**src/shared/gpf_pkg.sv**
```systemverilog
package gpf_pkg;

    // pin population and identifier width
    localparam int unsigned GPF_NUM_PINS = 9;
    localparam int unsigned GPF_ID_W = 5;
    localparam int unsigned GPF_PEND_W = 2;
    localparam logic [GPF_PEND_W-1:0] GPF_PEND_MAX = 2'h3;

    // register indices; byte address on the bus is four times the index
    localparam logic [9:0] GPF_IDX_BASE = 10'h2b0;
    localparam logic [9:0] GPF_IDX_LAST = 10'h2ca;
    localparam logic [1:0] GPF_SEL_A = 2'h0;
    localparam logic [1:0] GPF_SEL_B = 2'h1;
    localparam logic [1:0] GPF_SEL_C = 2'h2;

    // register A fields
    localparam int unsigned GPF_A_STRENGTH = 7;
    localparam int unsigned GPF_A_OUT = 4;
    localparam int unsigned GPF_A_IN = 3;
    localparam int unsigned GPF_A_RX_EN = 2;
    localparam int unsigned GPF_A_TX_EN = 1;
    localparam int unsigned GPF_A_DRV_DIS = 0;
    // register B fields
    localparam int unsigned GPF_B_PULL_LO = 6;
    localparam int unsigned GPF_B_TYPE = 5;
    // register C fields
    localparam int unsigned GPF_C_RECV = 6;

    // reset values; the low five bits of B and C take the pin index
    localparam logic [7:0] GPF_A_RESET = 8'h81;
    localparam logic [7:0] GPF_B_RESET = 8'ha0;
    localparam logic [7:0] GPF_C_RESET = 8'h40;

    // software-writable bits
    localparam logic [7:0] GPF_A_WMASK = 8'h97;
    localparam logic [7:0] GPF_B_WMASK = 8'hff;
    localparam logic [7:0] GPF_C_WMASK = 8'h1f;

    // pins limited to open-drain output or input
    localparam logic [GPF_NUM_PINS-1:0] GPF_ODI_MASK = 9'h018;

    typedef enum logic [1:0] {
        GPF_PULL_NONE = 2'b00,
        GPF_PULL_UP = 2'b01,
        GPF_PULL_DOWN = 2'b10,
        GPF_PULL_RSVD = 2'b11
    } gpf_pull_e;

    typedef enum logic {
        GPF_APB_IDLE = 1'b0,
        GPF_APB_DONE = 1'b1
    } gpf_apb_e;

    // state-change packet on the link
    typedef struct packed {
        logic [GPF_ID_W-1:0] id;
        logic value;
    } gpf_pkt_s;

    // pad controls of one pin
    typedef struct packed {
        logic out;
        logic oe;
        logic pull_up;
        logic pull_down;
        logic pull_high_res;
    } gpf_pad_s;

    typedef struct packed {
        logic hit;
        logic [3:0] pin;
        logic [1:0] sel;
    } gpf_dec_s;

    typedef struct packed {
        logic [GPF_NUM_PINS-1:0][7:0] reg_a;
        logic [GPF_NUM_PINS-1:0][7:0] reg_b;
        logic [GPF_NUM_PINS-1:0][GPF_ID_W-1:0] accept_tag;
        logic [GPF_NUM_PINS-1:0] recv;
        logic [GPF_NUM_PINS-1:0] sync1;
        logic [GPF_NUM_PINS-1:0] sync2;
        logic [GPF_NUM_PINS-1:0] prev;
        logic [GPF_NUM_PINS-1:0][GPF_PEND_W-1:0] pend;
        logic [GPF_NUM_PINS-1:0] sent;
        logic tx_valid;
        gpf_pkt_s tx_pkt;
        gpf_pad_s [GPF_NUM_PINS-1:0] pad;
        gpf_apb_e apb;
        logic err;
        logic [31:0] rdata;
    } gpf_state_s;

endpackage

```
**src/design/gpf_gpio_link.sv**
```systemverilog
`timescale 1ns/100ps
module gpf_gpio_link
    import gpf_pkg::*;
(
    // clock and reset
    input wire logic clk_sys,
    input wire logic reset,
    // apb slave
    input wire logic psel,
    input wire logic penable,
    input wire logic pwrite,
    input wire logic [11:0] paddr,
    input wire logic [31:0] pwdata,
    input wire logic [3:0] pstrb,
    output logic [31:0] prdata,
    output logic pready,
    output logic pslverr,
    // link status and packets
    input wire logic link_mode_current,
    output logic link_tx_valid,
    input wire logic link_tx_ready,
    output gpf_pkt_s link_tx_pkt,
    input wire logic link_rx_valid,
    input wire gpf_pkt_s link_rx_pkt,
    // multi_function_pin pads
    input wire logic [GPF_NUM_PINS-1:0] pin_in,
    output gpf_pad_s [GPF_NUM_PINS-1:0] pin_pad
);

    gpf_state_s s_q;
    gpf_state_s s_d;

    // index to pin and register select; groups of three in pin order
    function automatic gpf_dec_s gpf_decode(input logic [9:0] idx);
        gpf_dec_s r;
        logic [9:0] base;
        r = '0;
        for (int p = 0; p < GPF_NUM_PINS; p++) begin
            base = GPF_IDX_BASE + 10'(3 * p);
            for (int k = 0; k < 3; k++) begin
                if (idx == base + 10'(k)) begin
                    r.hit = 1'b1;
                    r.pin = 4'(p);
                    r.sel = 2'(k);
                end
            end
        end
        return r;
    endfunction

    function automatic gpf_state_s gpf_reset_state();
        gpf_state_s r;
        r = '0;
        for (int p = 0; p < GPF_NUM_PINS; p++) begin
            r.reg_a[p] = GPF_A_RESET;
            r.reg_b[p] = GPF_B_RESET | 8'(p);
            r.accept_tag[p] = GPF_ID_W'(p);
            r.recv[p] = GPF_C_RESET[GPF_C_RECV];
        end
        r.apb = GPF_APB_IDLE;
        return r;
    endfunction

    gpf_dec_s dec;
    logic [GPF_NUM_PINS-1:0] edge_seen;
    logic popped;
    logic granted;
    logic [3:0] grant_pin;
    logic level;
    logic push_pull;

    always_comb begin
        s_d = s_q;
        dec = gpf_decode(paddr[11:2]);
        level = 1'b0;
        push_pull = 1'b0;

        // input synchroniser; only sync2 onward is looked at
        s_d.sync1 = pin_in;
        s_d.sync2 = s_q.sync1;
        s_d.prev = s_q.sync2;
        edge_seen = s_q.sync2 ^ s_q.prev;

        // transmit: one registered packet slot, refilled when empty
        popped = s_q.tx_valid & link_tx_ready;
        if (popped) begin
            s_d.tx_valid = 1'b0;
        end
        granted = 1'b0;
        grant_pin = '0;
        // fixed priority to the lowest pin; a busy low pin can delay higher ones
        for (int p = GPF_NUM_PINS - 1; p >= 0; p--) begin
            if (!s_q.tx_valid && s_q.pend[p] != '0 && s_q.reg_a[p][GPF_A_TX_EN] && link_mode_current) begin
                granted = 1'b1;
                grant_pin = 4'(p);
            end
        end
        if (granted) begin
            s_d.tx_valid = 1'b1;
            s_d.tx_pkt.id = s_q.reg_b[grant_pin][GPF_ID_W-1:0];
            s_d.tx_pkt.value = ~s_q.sent[grant_pin];
        end

        for (int p = 0; p < GPF_NUM_PINS; p++) begin
            if (!(s_q.reg_a[p][GPF_A_TX_EN] && link_mode_current)) begin
                // disabled: no backlog, and the far side is assumed to hold the current level
                s_d.pend[p] = '0;
                s_d.sent[p] = s_q.sync2[p];
            end else begin
                s_d.pend[p] = s_q.pend[p];
                if (granted && grant_pin == 4'(p)) begin
                    s_d.pend[p] = s_q.pend[p] - GPF_PEND_W'(1);
                    s_d.sent[p] = ~s_q.sent[p];
                end
                // saturate: past three outstanding changes, each extra edge is dropped
                if (edge_seen[p] && s_d.pend[p] != GPF_PEND_MAX) begin
                    s_d.pend[p] = s_d.pend[p] + GPF_PEND_W'(1);
                end
            end
        end

        // receive: while link_mode_current is high, every matching enabled pin takes the value
        if (link_rx_valid && link_mode_current) begin
            for (int p = 0; p < GPF_NUM_PINS; p++) begin
                if (s_q.reg_a[p][GPF_A_RX_EN] && s_q.accept_tag[p] == link_rx_pkt.id) begin
                    s_d.recv[p] = link_rx_pkt.value;
                end
            end
        end

        // pad controls
        for (int p = 0; p < GPF_NUM_PINS; p++) begin
            if (s_q.reg_a[p][GPF_A_RX_EN]) begin
                level = s_q.recv[p];
            end else begin
                level = s_q.reg_a[p][GPF_A_OUT];
            end
            push_pull = s_q.reg_b[p][GPF_B_TYPE] & ~GPF_ODI_MASK[p];
            s_d.pad[p].oe = ~s_q.reg_a[p][GPF_A_DRV_DIS] & (push_pull | ~level);
            s_d.pad[p].out = push_pull & level;
            s_d.pad[p].pull_high_res = s_q.reg_a[p][GPF_A_STRENGTH];
            case (gpf_pull_e'(s_q.reg_b[p][GPF_B_PULL_LO +: 2]))
                GPF_PULL_UP: begin
                    s_d.pad[p].pull_up = 1'b1;
                    s_d.pad[p].pull_down = 1'b0;
                end
                GPF_PULL_DOWN: begin
                    s_d.pad[p].pull_up = 1'b0;
                    s_d.pad[p].pull_down = 1'b1;
                end
                default: begin
                    // reserved code leaves the pin unpulled
                    s_d.pad[p].pull_up = 1'b0;
                    s_d.pad[p].pull_down = 1'b0;
                end
            endcase
        end

        // apb: one wait state so read data comes from a flop
        case (s_q.apb)
            GPF_APB_IDLE: begin
                if (psel && penable) begin
                    s_d.apb = GPF_APB_DONE;
                    s_d.err = ~dec.hit;
                    s_d.rdata = '0;
                    if (dec.hit) begin
                        case (dec.sel)
                            GPF_SEL_A: begin
                                s_d.rdata[7:0] = s_q.reg_a[dec.pin];
                                s_d.rdata[GPF_A_IN] = s_q.sync2[dec.pin];
                            end
                            GPF_SEL_B: begin
                                s_d.rdata[7:0] = s_q.reg_b[dec.pin];
                            end
                            default: begin
                                s_d.rdata[GPF_ID_W-1:0] = s_q.accept_tag[dec.pin];
                                s_d.rdata[GPF_C_RECV] = s_q.recv[dec.pin];
                            end
                        endcase
                    end
                end
            end
            GPF_APB_DONE: begin
                s_d.apb = GPF_APB_IDLE;
                if (psel && penable && pwrite && dec.hit && pstrb[0]) begin
                    case (dec.sel)
                        GPF_SEL_A: begin
                            s_d.reg_a[dec.pin] = (pwdata[7:0] & GPF_A_WMASK) | (s_q.reg_a[dec.pin] & ~GPF_A_WMASK);
                        end
                        GPF_SEL_B: begin
                            s_d.reg_b[dec.pin] = pwdata[7:0] & GPF_B_WMASK;
                        end
                        default: begin
                            // received value is read-only, so a write here never races the link
                            s_d.accept_tag[dec.pin] = pwdata[GPF_ID_W-1:0] & GPF_C_WMASK[GPF_ID_W-1:0];
                        end
                    endcase
                end
            end
            default: begin
                s_d.apb = GPF_APB_IDLE;
            end
        endcase
    end

    always_ff @(posedge clk_sys) begin
        if (reset) begin
            s_q <= gpf_reset_state();
        end else begin
            s_q <= s_d;
        end
    end

    assign prdata = s_q.rdata;
    assign pready = (s_q.apb == GPF_APB_DONE);
    assign pslverr = (s_q.apb == GPF_APB_DONE) & s_q.err;
    assign link_tx_valid = s_q.tx_valid;
    assign link_tx_pkt = s_q.tx_pkt;
    assign pin_pad = s_q.pad;

endmodule

```
**config.mk**
```make
export PLATFORM = sky130hd
export DESIGN_NAME = gpf_gpio_link
export DESIGN_NICKNAME = d
export VERILOG_FILES = /design/src/shared/gpf_pkg.sv /design/src/design/gpf_gpio_link.sv
export SDC_FILE = /design/constraint.sdc
export NUM_CORES = 1
export LEC_CHECK = 0
export ABC_AREA = 1
export CAP_MARGIN = 20
export CORE_UTILIZATION = 47
export CTS_CLUSTER_SIZE = 40
export DETAILED_ROUTE_END_ITERATION = 7
export DONT_BUFFER_PORTS = 1
export PLACE_DENSITY = 0.72
export SYNTH_ARGS = -nofsm -noshare
export SYNTH_HDL_FRONTEND = slang
export SYNTH_SLANG_ARGS = --single-unit
```
**constraint.sdc**
```tcl
create_clock -name clk_sys -period 3.2 [get_ports clk_sys]
set_clock_uncertainty 0.2 [all_clocks]
set_input_delay 0.64 -clock clk_sys [delete_from_list [all_inputs] [get_ports clk_sys]]
set_output_delay 0.64 -clock clk_sys [all_outputs]
set_load 0.03 [all_outputs]
```
# == Word-level counts from Yosys, hierarchy flattened ==
# Index checks and enable logic that the tools add are counted.
# totals
input_bits,71
ff_bits,314
elab_cells,520
out_inout_bits,86
# classes
bitwise_logic,67
n_reduce_logical,105
n_eq_ne,81
n_mux,138
magnitude_cmp,3
n_addsub,18
# op_table
cell,count
$eq 10x10->1 const B,27
$mux 7,28
$bwmux 72,2
$bmux 8 s4,3
$logic_and 1x1->1,69
$mux 2,27
$bwmux 45,1
$eq 5x5->1,9
$mux 1,40
$not 1->1,40
$mux 4,9
$pmux 2 s2,9
$mux 34,1
$demux 8 s4,1
$mux 8,4
$bmux 5 s4,1
$demux 5 s4,1
$eq 2x1->1 const B,10
$reduce_and 2->1,10
$reduce_bool 2->1,10
$reduce_or 2->1,10
$add 2x1->2 const B,9
$and 1x1->1,18
$eq 2x2->1 const B,9
20 further kinds,64

# == Longest topological paths before layout ==
# logic_depth
ltp_word,34
mapped_depth,21
mapped_depth_nobuf,21

# == Worst setup path before layout ==
# Ideal clock, no wire load.
# synth_timing
path_type,in2reg
start,input port link_mode_current
end,register s_q[103] in the netlist's numbering
setup_time_ps,115
setup_slack_ps,199
required_ps,2885
path_buffers,1
arrival_time_ps,2686
stages,18
path_cell_list,buf_4 nand2_1 nor3_1 inv_2 nand2_1 nor2_1 inv_2 nor2_4 inv_2 nor2_1 inv_1 o21ai_0 ha_1 nor2_1 nand2_1 inv_1 xor2_1 and2_1
# synth_via
elab_chain_cells,17
word_cells_on_any_way,38
cone_classes,1 x add/sub; 2 x eq/ne; 21 x mux; 1 x bitwise; 13 x reduce/logical
# synth_lines
element,line,rtl
from (decl),gpf_gpio_link.sv:19,"input wire logic link_mode_current,"
branches (longest 17 deep; another with $mux 4),-,
to (signal assigned),gpf_gpio_link.sv:208,s_q <= gpf_reset_state();
to (decl),gpf_gpio_link.sv:30,gpf_state_s s_q;
# Several ways; the timed one is not identified. The select of a mux whose other input is x is not followed.
# A chain may end at the register's enable or synchronous reset.

# == Final worst setup path ==
# layout_timing
start,register s_q[95] in the netlist's numbering
end,register s_q[103] in the netlist's numbering
# layout_via
elab_chain_cells,12
word_cells_on_any_way,14
cone_classes,1 x add/sub; 2 x eq/ne; 5 x mux; 6 x reduce/logical
# layout_lines
element,line,rtl
$reduce_bool 2->1 *,gpf_gpio_link.sv:93,if (!s_q.tx_valid && s_q.pend[p] != '0 && s_q.reg_a[p][GPF_A_TX_EN] && link_mode_current) begin
$logic_and 1x1->1 * (3 in a row),gpf_gpio_link.sv:93,
$mux 4,gpf_gpio_link.sv:93,
$eq 4x3->1,gpf_gpio_link.sv:111,if (granted && grant_pin == 4'(p)) begin
$logic_and 1x1->1 *,gpf_gpio_link.sv:111,
$mux 2 *,gpf_gpio_link.sv:111,
$mux 2 *,gpf_gpio_link.sv:105,if (!(s_q.reg_a[p][GPF_A_TX_EN] && link_mode_current)) begin
branches (longest 2 deep; another with $add 2x1->2),-,
$mux 2 *,gpf_gpio_link.sv:116,if (edge_seen[p] && s_d.pend[p] != GPF_PEND_MAX) begin
# Every way passes the cells marked *. The select of a mux whose other input is x is not followed.

==> run metrics <==
worst min-delay path category=in2reg; syn_area_per_cell=6.96 sq um; Final Hold Fails=0; Final GP Congestion=0.938; LEAKAGE=0.00820 uW; Worst path max stage delay=0.35 ns; Clock power frac=48.8%; Total Routing Usage GR=27.5%; Clk pin slew, worst setup/hold paths=0.06 ns; Ys Warns=0; Buf+Inv Stages, Crit Path=5; dpl hpwl=32500 um; Combinational Power Share=4.3%; I/O Pins=157; Die W=184 um; Clock Path Buffers=3; CTS buffer count=35; Achievable Freq=338 MHz; Core ar.=0.0326 sq mm; total negative slack=0 ns; ANT cells=0; switch share=23.4%; maxcap violations=0; worst path cell trace=inv_1 -> ha_1 -> nor3_1 -> inv_2 -> nand2_1 -> nor2_2 -> inv_1 -> nand2_1 -> nor2_1 -> inv_1 -> o21ai_0 -> ha_1 -> nor2_1 -> nand2_1 -> inv_1 -> xor2_1 -> and2_1; DRT antenna net count=0; Slew Viols, Final=0; Post-Synthesis Cells=2246; sequential-to-total area share from yosys stat=38.8%; Worst R2R Setup Slack=0.24 ns; Rel. slew slack=39.9%; Finish-stage setup viols=0; Buffers on Ports=0; Final #Nets=2327; PnR worst setup slack=0.239 ns; CP required=3.41 ns; post-CTS setup buffers=0; CP max FO=4; Netlist cell types=46; crit path kind=reg2reg; Initial Util=47.9%; vias in the first global route=13600; largest net degree at the start of global routing=73; CP arrival=3.17 ns; DP Cell Count=2621; worst reg2reg path startpoint=s_q[95]$_SDFF_PP0_; largest family of logic cells by synthesized area=simple AND/OR/NAND/NOR gates; Placed Area=0.0160 sq mm; Placement Setup Slack=0.0265 ns; Synth-to-Final Area Change=10.4%; delay-heaviest family, CP=simple AND/OR/NAND/NOR gates; via count=14400; drt pass-1 iters=5; R2R depth=17; Seq pwr share=46.9%; fin cells=2687; share of cells above drive strength 1=9.31%; Worst VDD drop=0.000323 V; Die Y-Extent=184 um; worst-skew pair later-pin latency=0.54 ns; cell area after layout=0.0173 sq mm; Pint=6290 uW; # DRC=0; final period utilization=92.5%; full die area=0.0340 sq mm; RSZ-0062 raised after global routing=false; worst-margin pin slew=0.896 ns; Critical Path Slowest Stage Cell=nor3_1; gr ovfl total=0; Critical R2R Capture=s_q[103]$_SDFF_PP0_; CP most frequent cell=inv_1; Max H-tree Level=2; fin crit period=2.96 ns; CP startpoint kind=flip-flop; outcome=complete, no violations; drt total wl=46800 um; sw power=1920 uW; Power Dens Cells=475 mW/mm^2; post-synthesis simple-gate area fraction=25.3%; CP Depth=17; Sink Count=303; xor-xnor portion of the synthesized cell area=2.74%; CP endpoint kind=flip-flop; Tot Pwr=8200 uW; drt via density=5.36; Initial DRC Count=1136; register bit total from synthesis=303; hold depth=2; worst min-delay path startpoint=pin_in[1]; initial antenna violation count=1; global-route wire length before repair=72900 um; fraction of the mapped netlist area in adder cells=2.88%; complex-gate fraction of the synthesized area=16.5%; Post-Syn Area=0.0156 sq mm; DR WL/cell=17.4 um; post-synthesis mux area share=0%; Worst Hold Endpoint=s_d[123]$_SDFF_PP0_; clock root cell=clkbuf_16; Site Rows=66; CTS tree=built
==> cell type report <==
| cell class | count | area, sq um |
|---|---|---|
| Sequential cell | 303 | 6070 |
| Inverter | 298 | 1120 |
| Timing Repair Buffer | 89 | 831 |
| Multi-Input combinational cell | 1493 | 7530 |
| Tap cell | 442 | 553 |
| Fill cell | 3130 | 15400 |
| Clock buffer | 54 | 1070 |
| Clock inverter | 8 | 85.1 |
==> routing by layer <==
metal,global-route usage (%),vias up,part of all wire (%)
met4,12.6,0,4.2
met3,4.37,120,7.2
met1,34.4,6669,42
met5,0,-,0
met2,46.1,557,47
li1,-,7068,-
==> cells in the final DEF, fill, tap and decap left out, drive strengths merged, types with 2 or more instances in the layout <==
master / instances
clkbuf: 54
ha: 36
xor2: 41
inv: 292
nand4: 22
o2111ai: 4
nand3b: 6
clkinv: 11
clkinvlp: 2
dfxtp: 303
nor4: 3
dlygate4sd3: 2
o21bai: 8
o22ai: 14
nor3b: 20
and2: 6
nor2: 182
xnor2: 8
buf: 87
nand2: 543
o21ai: 216
nand3: 95
o211ai: 67
or2: 4
nor3: 34
a21oi: 151
conb: 26
a22oi: 2
==> worst register-to-register path, cell delays in order, from the launching register on <==
cell and delay, ns:
dfxtp_1 0.34, inv_1 0.06, ha_1 0.20, nor3_1 0.35, inv_2 0.09, nand2_1 0.13
nor2_2 0.08, inv_1 0.08, nand2_1 0.08, nor2_1 0.20, inv_1 0.12, o21ai_0 0.24
ha_1 0.20, nor2_1 0.04, nand2_1 0.07, inv_1 0.06, xor2_1 0.16, and2_1 0.14
==> worst max path at each step <==
stage | endpoint | startpoint
after detailed placement | s_q[108]$_SDFF_PP0_ | link_mode_current
after global routing | s_q[104]$_SDFF_PP0_ | s_q[95]$_SDFF_PP0_
after CTS | s_q[109]$_SDFF_PP0_ | link_tx_valid$_SDFFE_PP0P_
final | s_q[103]$_SDFF_PP0_ | s_q[95]$_SDFF_PP0_
after global placement | prdata[0]$_SDFFE_PP0P_ | paddr[5]
after floorplan | s_q[103]$_SDFF_PP0_ | link_mode_current
==> Yosys cell counts, drive strengths merged <==
cell | number | share of area, %
a2111oi | 1 | 0.056
a211o | 1 | 0.056
a21o | 1 | 0.048
a21oi | 151 | 4.8
a221oi | 1 | 0.056
a22oi | 2 | 0.096
a31oi | 1 | 0.040
and2 | 6 | 0.25
buf | 122 | 5.3
clkbuf | 55 | 1.3
clkinv | 8 | 0.19
conb | 1 | 0.024
dfxtp | 303 | 39
ha | 36 | 2.9
inv | 290 | 7.0
nand2 | 543 | 14
nand3 | 95 | 3.2
nand3b | 6 | 0.29
nand4 | 22 | 0.88
nor2 | 182 | 4.7
nor3 | 34 | 1.1
nor3b | 20 | 0.96
nor4 | 3 | 0.12
o2111ai | 4 | 0.22
o211ai | 67 | 3.2
o21ai | 216 | 6.9
o21bai | 8 | 0.38
o22ai | 14 | 0.56
or2 | 4 | 0.16
xnor2 | 8 | 0.45
xor2 | 41 | 2.3
==> power by group through the flow <==
stage	clock network, uW	registers (uW)	logic (uW)
2_1_floorplan	0	3900	340
3_3_place_gp	0	3930	317
3_5_place_dp	0	3930	318
4_1_cts	4040	3850	349
5_1_grt	4210	3850	389
6_report	4000	3850	354
==> state kept, by name, summed over array words and instances, names as in the netlist <==
signal / cells
link_tx_pkt: 6
link_tx_valid: 1
pin_pad: 43
prdata: 8
pready: 1
push_pull: 1
s_d: 27
s_q: 216
==> what timing repair did <==
item | CTS | global route
resized for setup | 0 | 6
hold buffers | 4 | 0
endpoints found under the hold margin | 66 | 0
setup endpoints to repair | 0 | 7
==> metrics by stage <==
| step | util [%] | hold WS, ns |
|---|---|---|
| floorplan | - | 0.188 |
| global placement | 49.1 | 0.198 |
| detailed placement | 49.1 | 0.196 |
| CTS | 52.9 | 0.000935 |
| global route | 52.9 | 0.000955 |
| finish | 52.9 | 0.0168 |
==> cells by family (layout without fill, tap and decap cells) <==
family                   after synthesis  after routing
flip-flops                           303            303
other                                  1             26
AO/OA/AOI/OAI                        467            467
XOR/XNOR                              49             49
adder cells (fa/ha/maj)               36             36
buffers and inverters                475            449
AND/OR/NAND/NOR                      915            915
(Power assumes the default switching activity.)
